`src/rtl/btbc_pkg.sv`:
```
// package for the bit toggle / branch / clear decoder
// assumes a 16-bit instruction word and 12-bit data addresses
package btbc_pkg;
  localparam logic [3:0] OP_TOGGLE = 4'h7;
  localparam logic [6:0] OP_CLEAR = 7'h35;
  localparam logic [7:0] OP_BRANCH_OV = 8'hE4;
  localparam logic [15:0] OP_WDT_CLEAR = 16'h0004;
  localparam logic [7:0] ACCESS_LIMIT = 8'h5F;
  localparam logic [7:0] ACCESS_SFR_BASE = 8'h60;
  localparam logic [3:0] SFR_BANK = 4'hF;
  localparam logic [3:0] BANK_RESET = 4'h0;
  localparam logic [20:0] PC_RESET = 21'h000000;
  localparam logic [20:0] PC_STEP = 21'h000002;

  typedef enum logic [1:0] {
    BTBC_Q1 = 2'b00,
    BTBC_Q2 = 2'b01,
    BTBC_Q3 = 2'b10,
    BTBC_Q4 = 2'b11
  } btbc_q_t;
endpackage

```
`src/rtl/btbc_addr_if.sv`:
```
// address request between the executor and the address former
// assumes both ends on the core clock
`timescale 1ns/1ps
`default_nettype none
interface btbc_addr_if;
  logic [7:0] file_addr;
  logic access_sel;
  logic [3:0] bank;
  logic ext_set_en;
  logic [7:0] index_base;
  logic [11:0] data_addr;
  modport requester (output file_addr, access_sel, bank, ext_set_en, index_base, input data_addr);
  modport former (input file_addr, access_sel, bank, ext_set_en, index_base, output data_addr);
endinterface
`default_nettype wire

```
`src/rtl/btbc_addr_form.sv`:
```
// forms the 12-bit data address from file address, access bit, bank and, in indexed mode, index base
// assumes purely combinational use inside one clock domain
`timescale 1ns/1ps
`default_nettype none
module btbc_addr_form (
  btbc_addr_if.former port_if
);
  wire logic low_access = port_if.file_addr <= btbc_pkg::ACCESS_LIMIT;
  wire logic indexed = port_if.ext_set_en && low_access;
  wire logic [7:0] indexed_low = port_if.index_base + port_if.file_addr;
  wire logic [11:0] access_addr = low_access ? {4'h0, port_if.file_addr} : {btbc_pkg::SFR_BANK, port_if.file_addr};
  assign port_if.data_addr = port_if.access_sel ? {port_if.bank, port_if.file_addr}
    : indexed ? {4'h0, indexed_low}
    : access_addr;
endmodule
`default_nettype wire

```
`src/rtl/btbc_core.sv`:
```
// executor for toggle, clear, branch-on-overflow and watchdog clear
// assumes fetch holds instr_in valid for all four quarter cycles of an instruction
// assumes data memory read data settles before the edge after the read strobe
`timescale 1ns/1ps
`default_nettype none
module btbc_core (
  // clock and reset
  input wire logic clk_in,
  input wire logic rst_n_in,
  // instruction and state
  input wire logic [15:0] instr_in,
  input wire logic overflow_in,
  input wire logic ext_set_en_in,
  input wire logic [7:0] index_base_in,
  input wire logic [3:0] bank_select_register_in,
  // data memory
  input wire logic [7:0] mem_rdata_in,
  output logic [11:0] mem_addr_out,
  output logic mem_rd_out,
  output logic mem_wr_out,
  output logic [7:0] mem_wdata_out,
  // flags, pc, watchdog, flush and quarter
  output logic zero_set_out,
  output logic watchdog_clear_out,
  output logic timeout_flag_n_out,
  output logic powerdown_flag_n_out,
  output logic [20:0] program_counter_out,
  output logic flush_out,
  output logic [1:0] quarter_out
);
  logic rst_meta;
  logic rst_sync;
  btbc_pkg::btbc_q_t q;
  btbc_pkg::btbc_q_t next_q;
  logic [7:0] operand;
  wire logic [7:0] result;
  logic [3:0] phase;
  logic stall_nop;

  // async assert, clocked release, so no flop leaves reset a quarter apart from the rest
  always_ff @(posedge clk_in or negedge rst_n_in) begin
    if (!rst_n_in) begin
      rst_meta <= 1'b0;
      rst_sync <= 1'b0;
    end else begin
      rst_meta <= 1'b1;
      rst_sync <= rst_meta;
    end
  end

  // address former is pure logic, so the address settles within Q1
  btbc_addr_if addr_bus ();
  btbc_addr_form u_addr (
    .port_if(addr_bus)
  );

  // decodes look only at the held word; fetch keeps it steady for the whole cycle
  wire logic is_toggle = instr_in[15:12] == btbc_pkg::OP_TOGGLE;
  wire logic is_clear = instr_in[15:9] == btbc_pkg::OP_CLEAR;
  wire logic is_branch = instr_in[15:8] == btbc_pkg::OP_BRANCH_OV;
  wire logic is_wdt = instr_in == btbc_pkg::OP_WDT_CLEAR;
  wire logic is_file = is_toggle || is_clear;
  wire logic [2:0] bit_index = instr_in[11:9];
  wire logic [20:0] branch_offset = {{12{instr_in[7]}}, instr_in[7:0], 1'b0};
  wire logic take_branch = is_branch && overflow_in && !stall_nop;
  // second cycle of a taken branch executes as a no-op
  wire logic active = !stall_nop;
  wire logic file_step = active && is_file;
  wire logic [20:0] seq_pc = program_counter_out + btbc_pkg::PC_STEP;
  wire logic [20:0] branch_pc = seq_pc + branch_offset;

  assign addr_bus.file_addr = instr_in[7:0];
  assign addr_bus.access_sel = instr_in[8];
  assign addr_bus.bank = bank_select_register_in;
  assign addr_bus.ext_set_en = ext_set_en_in;
  assign addr_bus.index_base = index_base_in;
  // counter wraps from Q4 back to Q1 by plain overflow
  assign next_q = btbc_pkg::btbc_q_t'(q + 2'b01);

  // one-hot view of the quarter, so each strobe below is a single gate
  always_comb begin
    phase = 4'h0;
    case (q)
      btbc_pkg::BTBC_Q1: begin
        phase = 4'h1;
      end
      btbc_pkg::BTBC_Q2: begin
        phase = 4'h2;
      end
      btbc_pkg::BTBC_Q3: begin
        phase = 4'h4;
      end
      btbc_pkg::BTBC_Q4: begin
        phase = 4'h8;
      end
      default: begin
        phase = 4'h0;
      end
    endcase
  end

  wire logic issue_read = phase[0] && file_step;
  wire logic take_operand = phase[1];
  wire logic issue_write = phase[2] && file_step;
  wire logic issue_wdt = phase[2] && active && is_wdt;
  wire logic end_of_cycle = phase[3];

  // per-bit update: only the chosen bit flips, a clear drops every bit
  for (genvar i = 0; i < 8; i++) begin : g_bit
    assign result[i] = is_clear ? 1'b0 : operand[i] ^ (is_toggle && bit_index == 3'(i));
  end

  always_ff @(posedge clk_in or negedge rst_sync) begin
    if (!rst_sync) begin
      q <= btbc_pkg::BTBC_Q1;
    end else begin
      q <= next_q;
    end
  end

  // address is issued at the end of Q1 so the read lands in Q2; it then stands for the write
  always_ff @(posedge clk_in or negedge rst_sync) begin
    if (!rst_sync) begin
      mem_addr_out <= 12'h000;
    end else if (issue_read) begin
      mem_addr_out <= addr_bus.data_addr;
    end
  end

  // strobes are one-quarter pulses; nothing holds them across quarters
  always_ff @(posedge clk_in or negedge rst_sync) begin
    if (!rst_sync) begin
      mem_rd_out <= 1'b0;
      mem_wr_out <= 1'b0;
      zero_set_out <= 1'b0;
    end else begin
      mem_rd_out <= issue_read;
      mem_wr_out <= issue_write;
      zero_set_out <= issue_write && is_clear;
    end
  end

  // operand is taken at the Q2 edge, one edge after the read strobe rose
  always_ff @(posedge clk_in or negedge rst_sync) begin
    if (!rst_sync) begin
      operand <= 8'h00;
    end else if (take_operand) begin
      operand <= mem_rdata_in;
    end
  end

  // write data stands until the next file op writes
  always_ff @(posedge clk_in or negedge rst_sync) begin
    if (!rst_sync) begin
      mem_wdata_out <= 8'h00;
    end else if (issue_write) begin
      mem_wdata_out <= result;
    end
  end

  // clear pulse only; counter and postscaler themselves sit outside
  always_ff @(posedge clk_in or negedge rst_sync) begin
    if (!rst_sync) begin
      watchdog_clear_out <= 1'b0;
    end else begin
      watchdog_clear_out <= issue_wdt;
    end
  end

  // flags are set-only here; the events that clear them live outside this block
  always_ff @(posedge clk_in or negedge rst_sync) begin
    if (!rst_sync) begin
      timeout_flag_n_out <= 1'b1;
      powerdown_flag_n_out <= 1'b1;
    end else if (issue_wdt) begin
      timeout_flag_n_out <= 1'b1;
      powerdown_flag_n_out <= 1'b1;
    end
  end

  // quarter shown to fetch is the state after this edge
  always_ff @(posedge clk_in or negedge rst_sync) begin
    if (!rst_sync) begin
      quarter_out <= 2'b00;
    end else begin
      quarter_out <= next_q;
    end
  end

  // a taken branch marks the following instruction cycle as a no-op
  always_ff @(posedge clk_in or negedge rst_sync) begin
    if (!rst_sync) begin
      stall_nop <= 1'b0;
      flush_out <= 1'b0;
    end else begin
      flush_out <= end_of_cycle && take_branch;
      if (end_of_cycle) begin
        stall_nop <= take_branch;
      end
    end
  end

  // the counter moves only at Q4, and not at all in the no-op cycle
  always_ff @(posedge clk_in or negedge rst_sync) begin
    if (!rst_sync) begin
      program_counter_out <= btbc_pkg::PC_RESET;
    end else if (end_of_cycle && take_branch) begin
      program_counter_out <= branch_pc;
    end else if (end_of_cycle && !stall_nop) begin
      program_counter_out <= seq_pc;
    end
  end
endmodule
`default_nettype wire

```
`config.mk`:
```
export PLATFORM = sky130hd
export DESIGN_NAME = btbc_core
export DESIGN_NICKNAME = d
export VERILOG_FILES = /design/src/rtl/btbc_pkg.sv /design/src/rtl/btbc_addr_if.sv /design/src/rtl/btbc_addr_form.sv /design/src/rtl/btbc_core.sv
export SDC_FILE = /design/constraint.sdc
export NUM_CORES = 1
export LEC_CHECK = 0
export CAP_MARGIN = 20
export CORE_MARGIN = 10
export CORE_UTILIZATION = 35
export DETAILED_ROUTE_END_ITERATION = 12
export DONT_BUFFER_PORTS = 1
export SETUP_SLACK_MARGIN = 0.05
export SYNTH_ARGS = -nofsm -noshare
export SYNTH_HDL_FRONTEND = slang
export SYNTH_SLANG_ARGS = --single-unit
```
`constraint.sdc`:
```
create_clock -name clk_in -period 2.7 [get_ports clk_in]
set_input_delay 0.405 -clock clk_in [delete_from_list [all_inputs] [get_ports clk_in]]
set_output_delay 0.405 -clock clk_in [all_outputs]
set_load 0.02 [all_outputs]
```
* Word-level counts from Yosys, hierarchy flattened
Index checks and enable logic that the tools add are counted.
** Storage, ports and cells
- Register bits after elaboration :: 59
- Bits of input ports :: 40
- Output and inout port bits :: 50
- Logic and storage cells :: 78
** Cells by class
- Add/subtract/negate cells :: 4
- Order comparisons :: 1
- Equality and inequality tests :: 14
- Muxes and demuxes :: 14
- Bitwise logic cells :: 8
- Reduce and logical (&&, ||, !) cells :: 24
** Operators with widths (number)
- 21-bit two-way mux :: 2
- 12-bit two-way mux :: 3
- 21-bit by 2-bit adder with 21-bit output, second input constant :: 1
- 21-bit adder :: 1
- 1-bit logical AND :: 19
- 16-bit by 3-bit equality test with 1-bit output, second input constant :: 1
- 4-bit case mux with 4 select lines :: 1
- 3-bit equality test, second input constant :: 4
- 8-bit adder :: 1
- 8-bit equality test, second input constant :: 1
- 8-bit by 7-bit <= comparator with 1-bit output, second input constant :: 1
- 1-bit two-way mux :: 8
- 1-bit XOR :: 8
- 7-bit by 6-bit equality test with 1-bit output, second input constant :: 1
- 3-bit by 2-bit equality test with 1-bit output, second input constant :: 2
- 2-bit equality test, second input constant :: 2
- 4-bit by 3-bit equality test with 1-bit output, second input constant :: 1
- 3-bit by 1-bit equality test with 1-bit output, second input constant :: 1
- 3-bit zero test :: 1
- 2-bit by 1-bit adder with 2-bit output, second input constant :: 1
- 2-bit by 1-bit equality test with 1-bit output, second input constant :: 1
- 2-bit zero test :: 1
- 2-bit nonzero test :: 1
- 1-bit zero test :: 1
- 1-bit logical OR :: 1

* Logic depth before layout (Yosys ltp)
- Depth in word-level cells :: 5
- Gate-level depth with buffers :: 15

* Modules after synthesis
From an unflattened synthesis, not the netlist that was laid out.
** Second synthesis, totals
- Cells, all modules :: 521
- Area, all modules :: 4570.6 µm²
** By module, submodules not included
- btbc_core :: times used 1, cells an instance 454, area each 4103.9 µm²
- btbc_addr_form :: times used 1, cells an instance 67, area each 466.7 µm²

* Worst setup path before layout
No wires, ideal clock.
- Path type :: register -> register
- Start :: reg program_counter_out[3]
- End :: reg program_counter_out[20]
- Library setup time :: 0.080 ns
- Arrival time :: 3.585 ns
- Required time :: 2.620 ns
- Slack :: -0.965 ns
- Cell stages (with the launch flop) :: 16
- Buffers on the path :: 3
- Clock period less this slack :: 3.665 ns
- Path through :: dfrtp_1 -> clkbuf_2 -> nand3_1 -> or4b_1 -> buf_6 -> nor2b_1 -> xor2_1 -> ha_1 -> clkbuf_1 -> o21ai_1 -> a211oi_1 -> a211oi_1 -> nor4_1 -> a311o_1 -> nor3_2 -> xnor2_1
** Between the ends
- Cells in the longest elaborated chain, start to end :: 3
- Elaborated cells between the ends (all ways) :: 4
** Ends and longest elaborated chain
- start: declaration :: RTL line btbc_core.sv:27 : output logic [20:0] program_counter_out,
- start signal: assignment :: RTL line btbc_core.sv:206 : program_counter_out <= btbc_pkg::PC_RESET;
- start signal: assignment :: RTL line btbc_core.sv:208 : program_counter_out <= branch_pc;
- start signal: assignment :: RTL line btbc_core.sv:210 : program_counter_out <= seq_pc;
- 21-bit by 2-bit adder with 21-bit output * :: RTL line btbc_core.sv:69 : wire logic [20:0] seq_pc = program_counter_out + btbc_pkg::PC_STEP;
- 21-bit adder / 21-bit two-way mux (equally long branches) :: RTL line btbc_core.sv:70, btbc_core.sv:209
- 21-bit two-way mux * :: RTL line btbc_core.sv:207 : end else if (end_of_cycle && take_branch) begin
Mark *: on every way between the ends. The rest lies on a longest branch, timed or not. The select of a mux whose other input is x is not followed.
A chain may end at the register's enable or synchronous reset.

* Final worst setup path
- Start :: reg program_counter_out[1]
- End :: reg program_counter_out[20]
Same word-level chain as after synthesis.

==> results.md <==
* Status: finished, violations left
* Violated checks: negative setup slack
* DR pass1 iterations at 4
* EDFF count, synth at 0
* Setup Skew at 6.62 ps
* Detailed Place HPWL at 10.7 mm
* CP arrival at 3370 ps
* Internal at around 2.3 mW
* Main synth FF type: dfrtp_1
* Starting Density at 0.359
* Ys Warns at 0
* Top-Level Pins at 90
* Worst vdd ir at approximately 270 uV
* Detailed Route WL at 14.3 mm
* RSZ-0062 raised after global routing: yes
* Slew Viols, Final at 0
* WP data required at 2910 ps
* Final GP Congestion at between 0.8 and 0.9
* Synth Register Bits at 58
* Antenna Nets Post-Route at 0
* DR vias/cell at 5.33
* Most frequent cells in the layout: buf_4 (113), nand2_1 (53), dfrtp_1 (46)
* Final Util at 0.507
* GR Overflow Total at 0
* Vias in the first global route at 4199
* Cell count of the worst hold path at 1
* CORE AREA at 12100 sq um
* # placed instances at 754
* Sequential power share at 0.321
* Clk network pwr share at 0.361
* Clock transition at path regs at 50 ps
* Final worst-path cycle share at 1.17
* Fin worst setup slack at -461 ps
* Area of the multi-input gates at 3070 sq um
* Cell Rows at 40
* Layout Nets at 697
* Tot GR Track Use at 0.161
* Reg2reg path depth at 14
* Worst min-delay path category: input pin to flip-flop
* Max Cap Viol at 0
* I/O Buffers at 0
* Commonest non-fill, non-tap cell in the layout: buf_4
* Final Non-Filler Cells at approximately 790
* First DRT Iteration DRCs at 314
* Max_slew headroom at 0.556
* Clock Latency Late Sink at between 300 and 400 ps
* Max frequency at 0.316 GHz
* First-pass GRT wire length at 22.7 mm
* Synthesized area at 4330 sq um
* Layout cells sized above 1 at 0.344
* Drt drc at 0
* Die Height at 131 microns
* Post-synthesis sequential area ratio at 0.335
* Fillers at 1070
* Crit end category: flip-flop
* Cell count after synthesis at between 500 and 600
* Total CTS buffers at 9
* Largest net degree at the start of global routing at 30
* Final setup fails at 13
* Initial antenna violation count at 0
* Setup TNS at -3180 ps
* Final Total Pwr at 3.45 mW
* Leak at 2.92 nW
* Hold Vio Cnt, Final at 0
* CTS H-tree lvls at 3
* CP max FO at 4
* Post-Syn Area per Cell at 8.58 sq um
* Worst Setup Start Kind: flip-flop
* Pwr dens at about 570 nW/um^2
* Die width at 131 microns
* Sw Ratio at 0.322
* CTS tree: yes
* Clk sink count at 58
* Register area at around 1500 sq um
* Kind of critical path: flip-flop to flip-flop
* Fin crit period at between 3000 and 4000 ps
* Switching power at 1.11 mW
* Worst Tran Pin Value at approximately 660 ps
* Area Overhead vs Synth at 41.0%
* Clk Tree Root Cell: clkbuf_16
* Longest Clk Path Bufs at 2
* Comb pwr share at 0.318
* Antenna fix cells at 0
* Synth unique cells at 60
* DIE AREA at roughly 17000 sq um
* DR vias at roughly 4200
* Post-synth ARST share at 1.00
* Routed wire per std cell at between 15 and 20 microns
-- worst max-delay path, stage by stage (launching register included) --
cell,delay [ps]
dfrtp_2,410
ha_4,140
nand4_1,150
buf_4,190
inv_2,50
nand4_1,150
xnor2_2,200
ha_1,310
inv_1,70
or4_4,540
o22ai_4,140
nand3_2,100
a311o_1,340
nor3_2,150
xnor2_1,90
-- routing by layer --
metal / vias to the layer above / global-route usage / wire, microns
met3: 25 / 0.0530 / 1170
li1: 2035 / - / -
met5: - / 0 / 0
met4: 0 / 0.0717 / 368
met1: 2037 / 0.205 / 6250
met2: 131 / 0.242 / 6480
-- power by group through the flow --
stage	clock network [mW]	logic, mW	registers [mW]
6_report	1.25	1.10	1.11
2_1_floorplan	0	0.518	1.16
4_1_cts	1.27	0.939	1.11
5_1_grt	1.32	1.20	1.12
3_5_place_dp	0	0.896	1.13
3_3_place_gp	0	0.883	1.13
-- sequential cells by signal (all words and copies together) (netlist names) --
register	cells
program_counter_out	20
mem_addr_out	12
mem_wdata_out	8
operand	8
quarter_out	2
flush_out	1
mem_rd_out	1
mem_wr_out	1
rst_meta	1
rst_sync	1
stall_nop	1
watchdog_clear_out	1
zero_set_out	1
-- through the flow --
step	area [sq um]	hold WS, ps	setup slack [ps]
after CTS	5830	127	-491
after detailed placement	5340	109	-537
final	6110	141	-461
after floorplan	4510	109	-457
after global routing	6110	129	-629
after global placement	5340	109	-388
-- worst paths after layout --
path,slack (ps),startpoint,endpoint
max in group asynchronous,1680,rst_sync$_DFF_PN0_,program_counter_out[11]$_DFFE_PN0P_
setup reg to reg,-460,program_counter_out[1]$_DFFE_PN0P_,program_counter_out[20]$_DFFE_PN0P_
setup / recovery,-460,program_counter_out[1]$_DFFE_PN0P_,program_counter_out[20]$_DFFE_PN0P_
hold / removal,140,instr_in[14],watchdog_clear_out$_DFF_PN0_
hold reg to reg,300,rst_sync$_DFF_PN0_,operand[4]$_DFFE_PN0P_
min in group asynchronous,300,rst_n_in,rst_meta$_DFF_PN0_
-- area by class of cell --
cell class | count | share of cell area
inverter | 22 | 0.0135
multi-input combinational | 406 | 0.503
timing repair buffer | 123 | 0.157
clock buffer | 11 | 0.0397
tap | 168 | 0.0344
clock inverter | 5 | 0.0127
sequential | 58 | 0.240
-- kinds of logic after synthesis --
family / Yosys count / synth area share
AO/OA/AOI/OAI: 146 / 0.201
other: 2 / 0.00173
AND/OR/NAND/NOR: 164 / 0.192
flip-flops: 58 / 0.335
adder cells (fa/ha/maj): 37 / 0.110
XOR/XNOR: 41 / 0.0829
multiplexers: 14 / 0.0346
buffers and inverters: 43 / 0.0424
-- repair_timing --
action                     4_1_cts  5_1_grt
hold buffers                     1        0
pin swaps                       30       30
resized for setup               29       29
setup endpoints to repair       13       14
setup buffers                    5       18
hold endpoints to repair         2        0
-- cells in the mapped netlist, drive strengths merged (7+ instances only) --
| cell | count | area [sq um] |
|---|---|---|
| mux2 | 8 | 90.1 |
| nor3 | 15 | 80.1 |
| nor2b | 7 | 43.8 |
| xor2 | 21 | 184 |
| a211oi | 8 | 60.1 |
| o21ai | 55 | 275 |
| a21o | 12 | 90.1 |
| ha | 35 | 438 |
| a21oi | 42 | 210 |
| nor2 | 27 | 118 |
| inv | 22 | 82.6 |
| and3 | 7 | 43.8 |
| nand2 | 58 | 218 |
| dfrtp | 58 | 1450 |
| nand3 | 21 | 110 |
| clkbuf | 15 | 57.6 |
| xnor2 | 20 | 175 |
No activity file was read; power rests on OpenSTA's default activity.
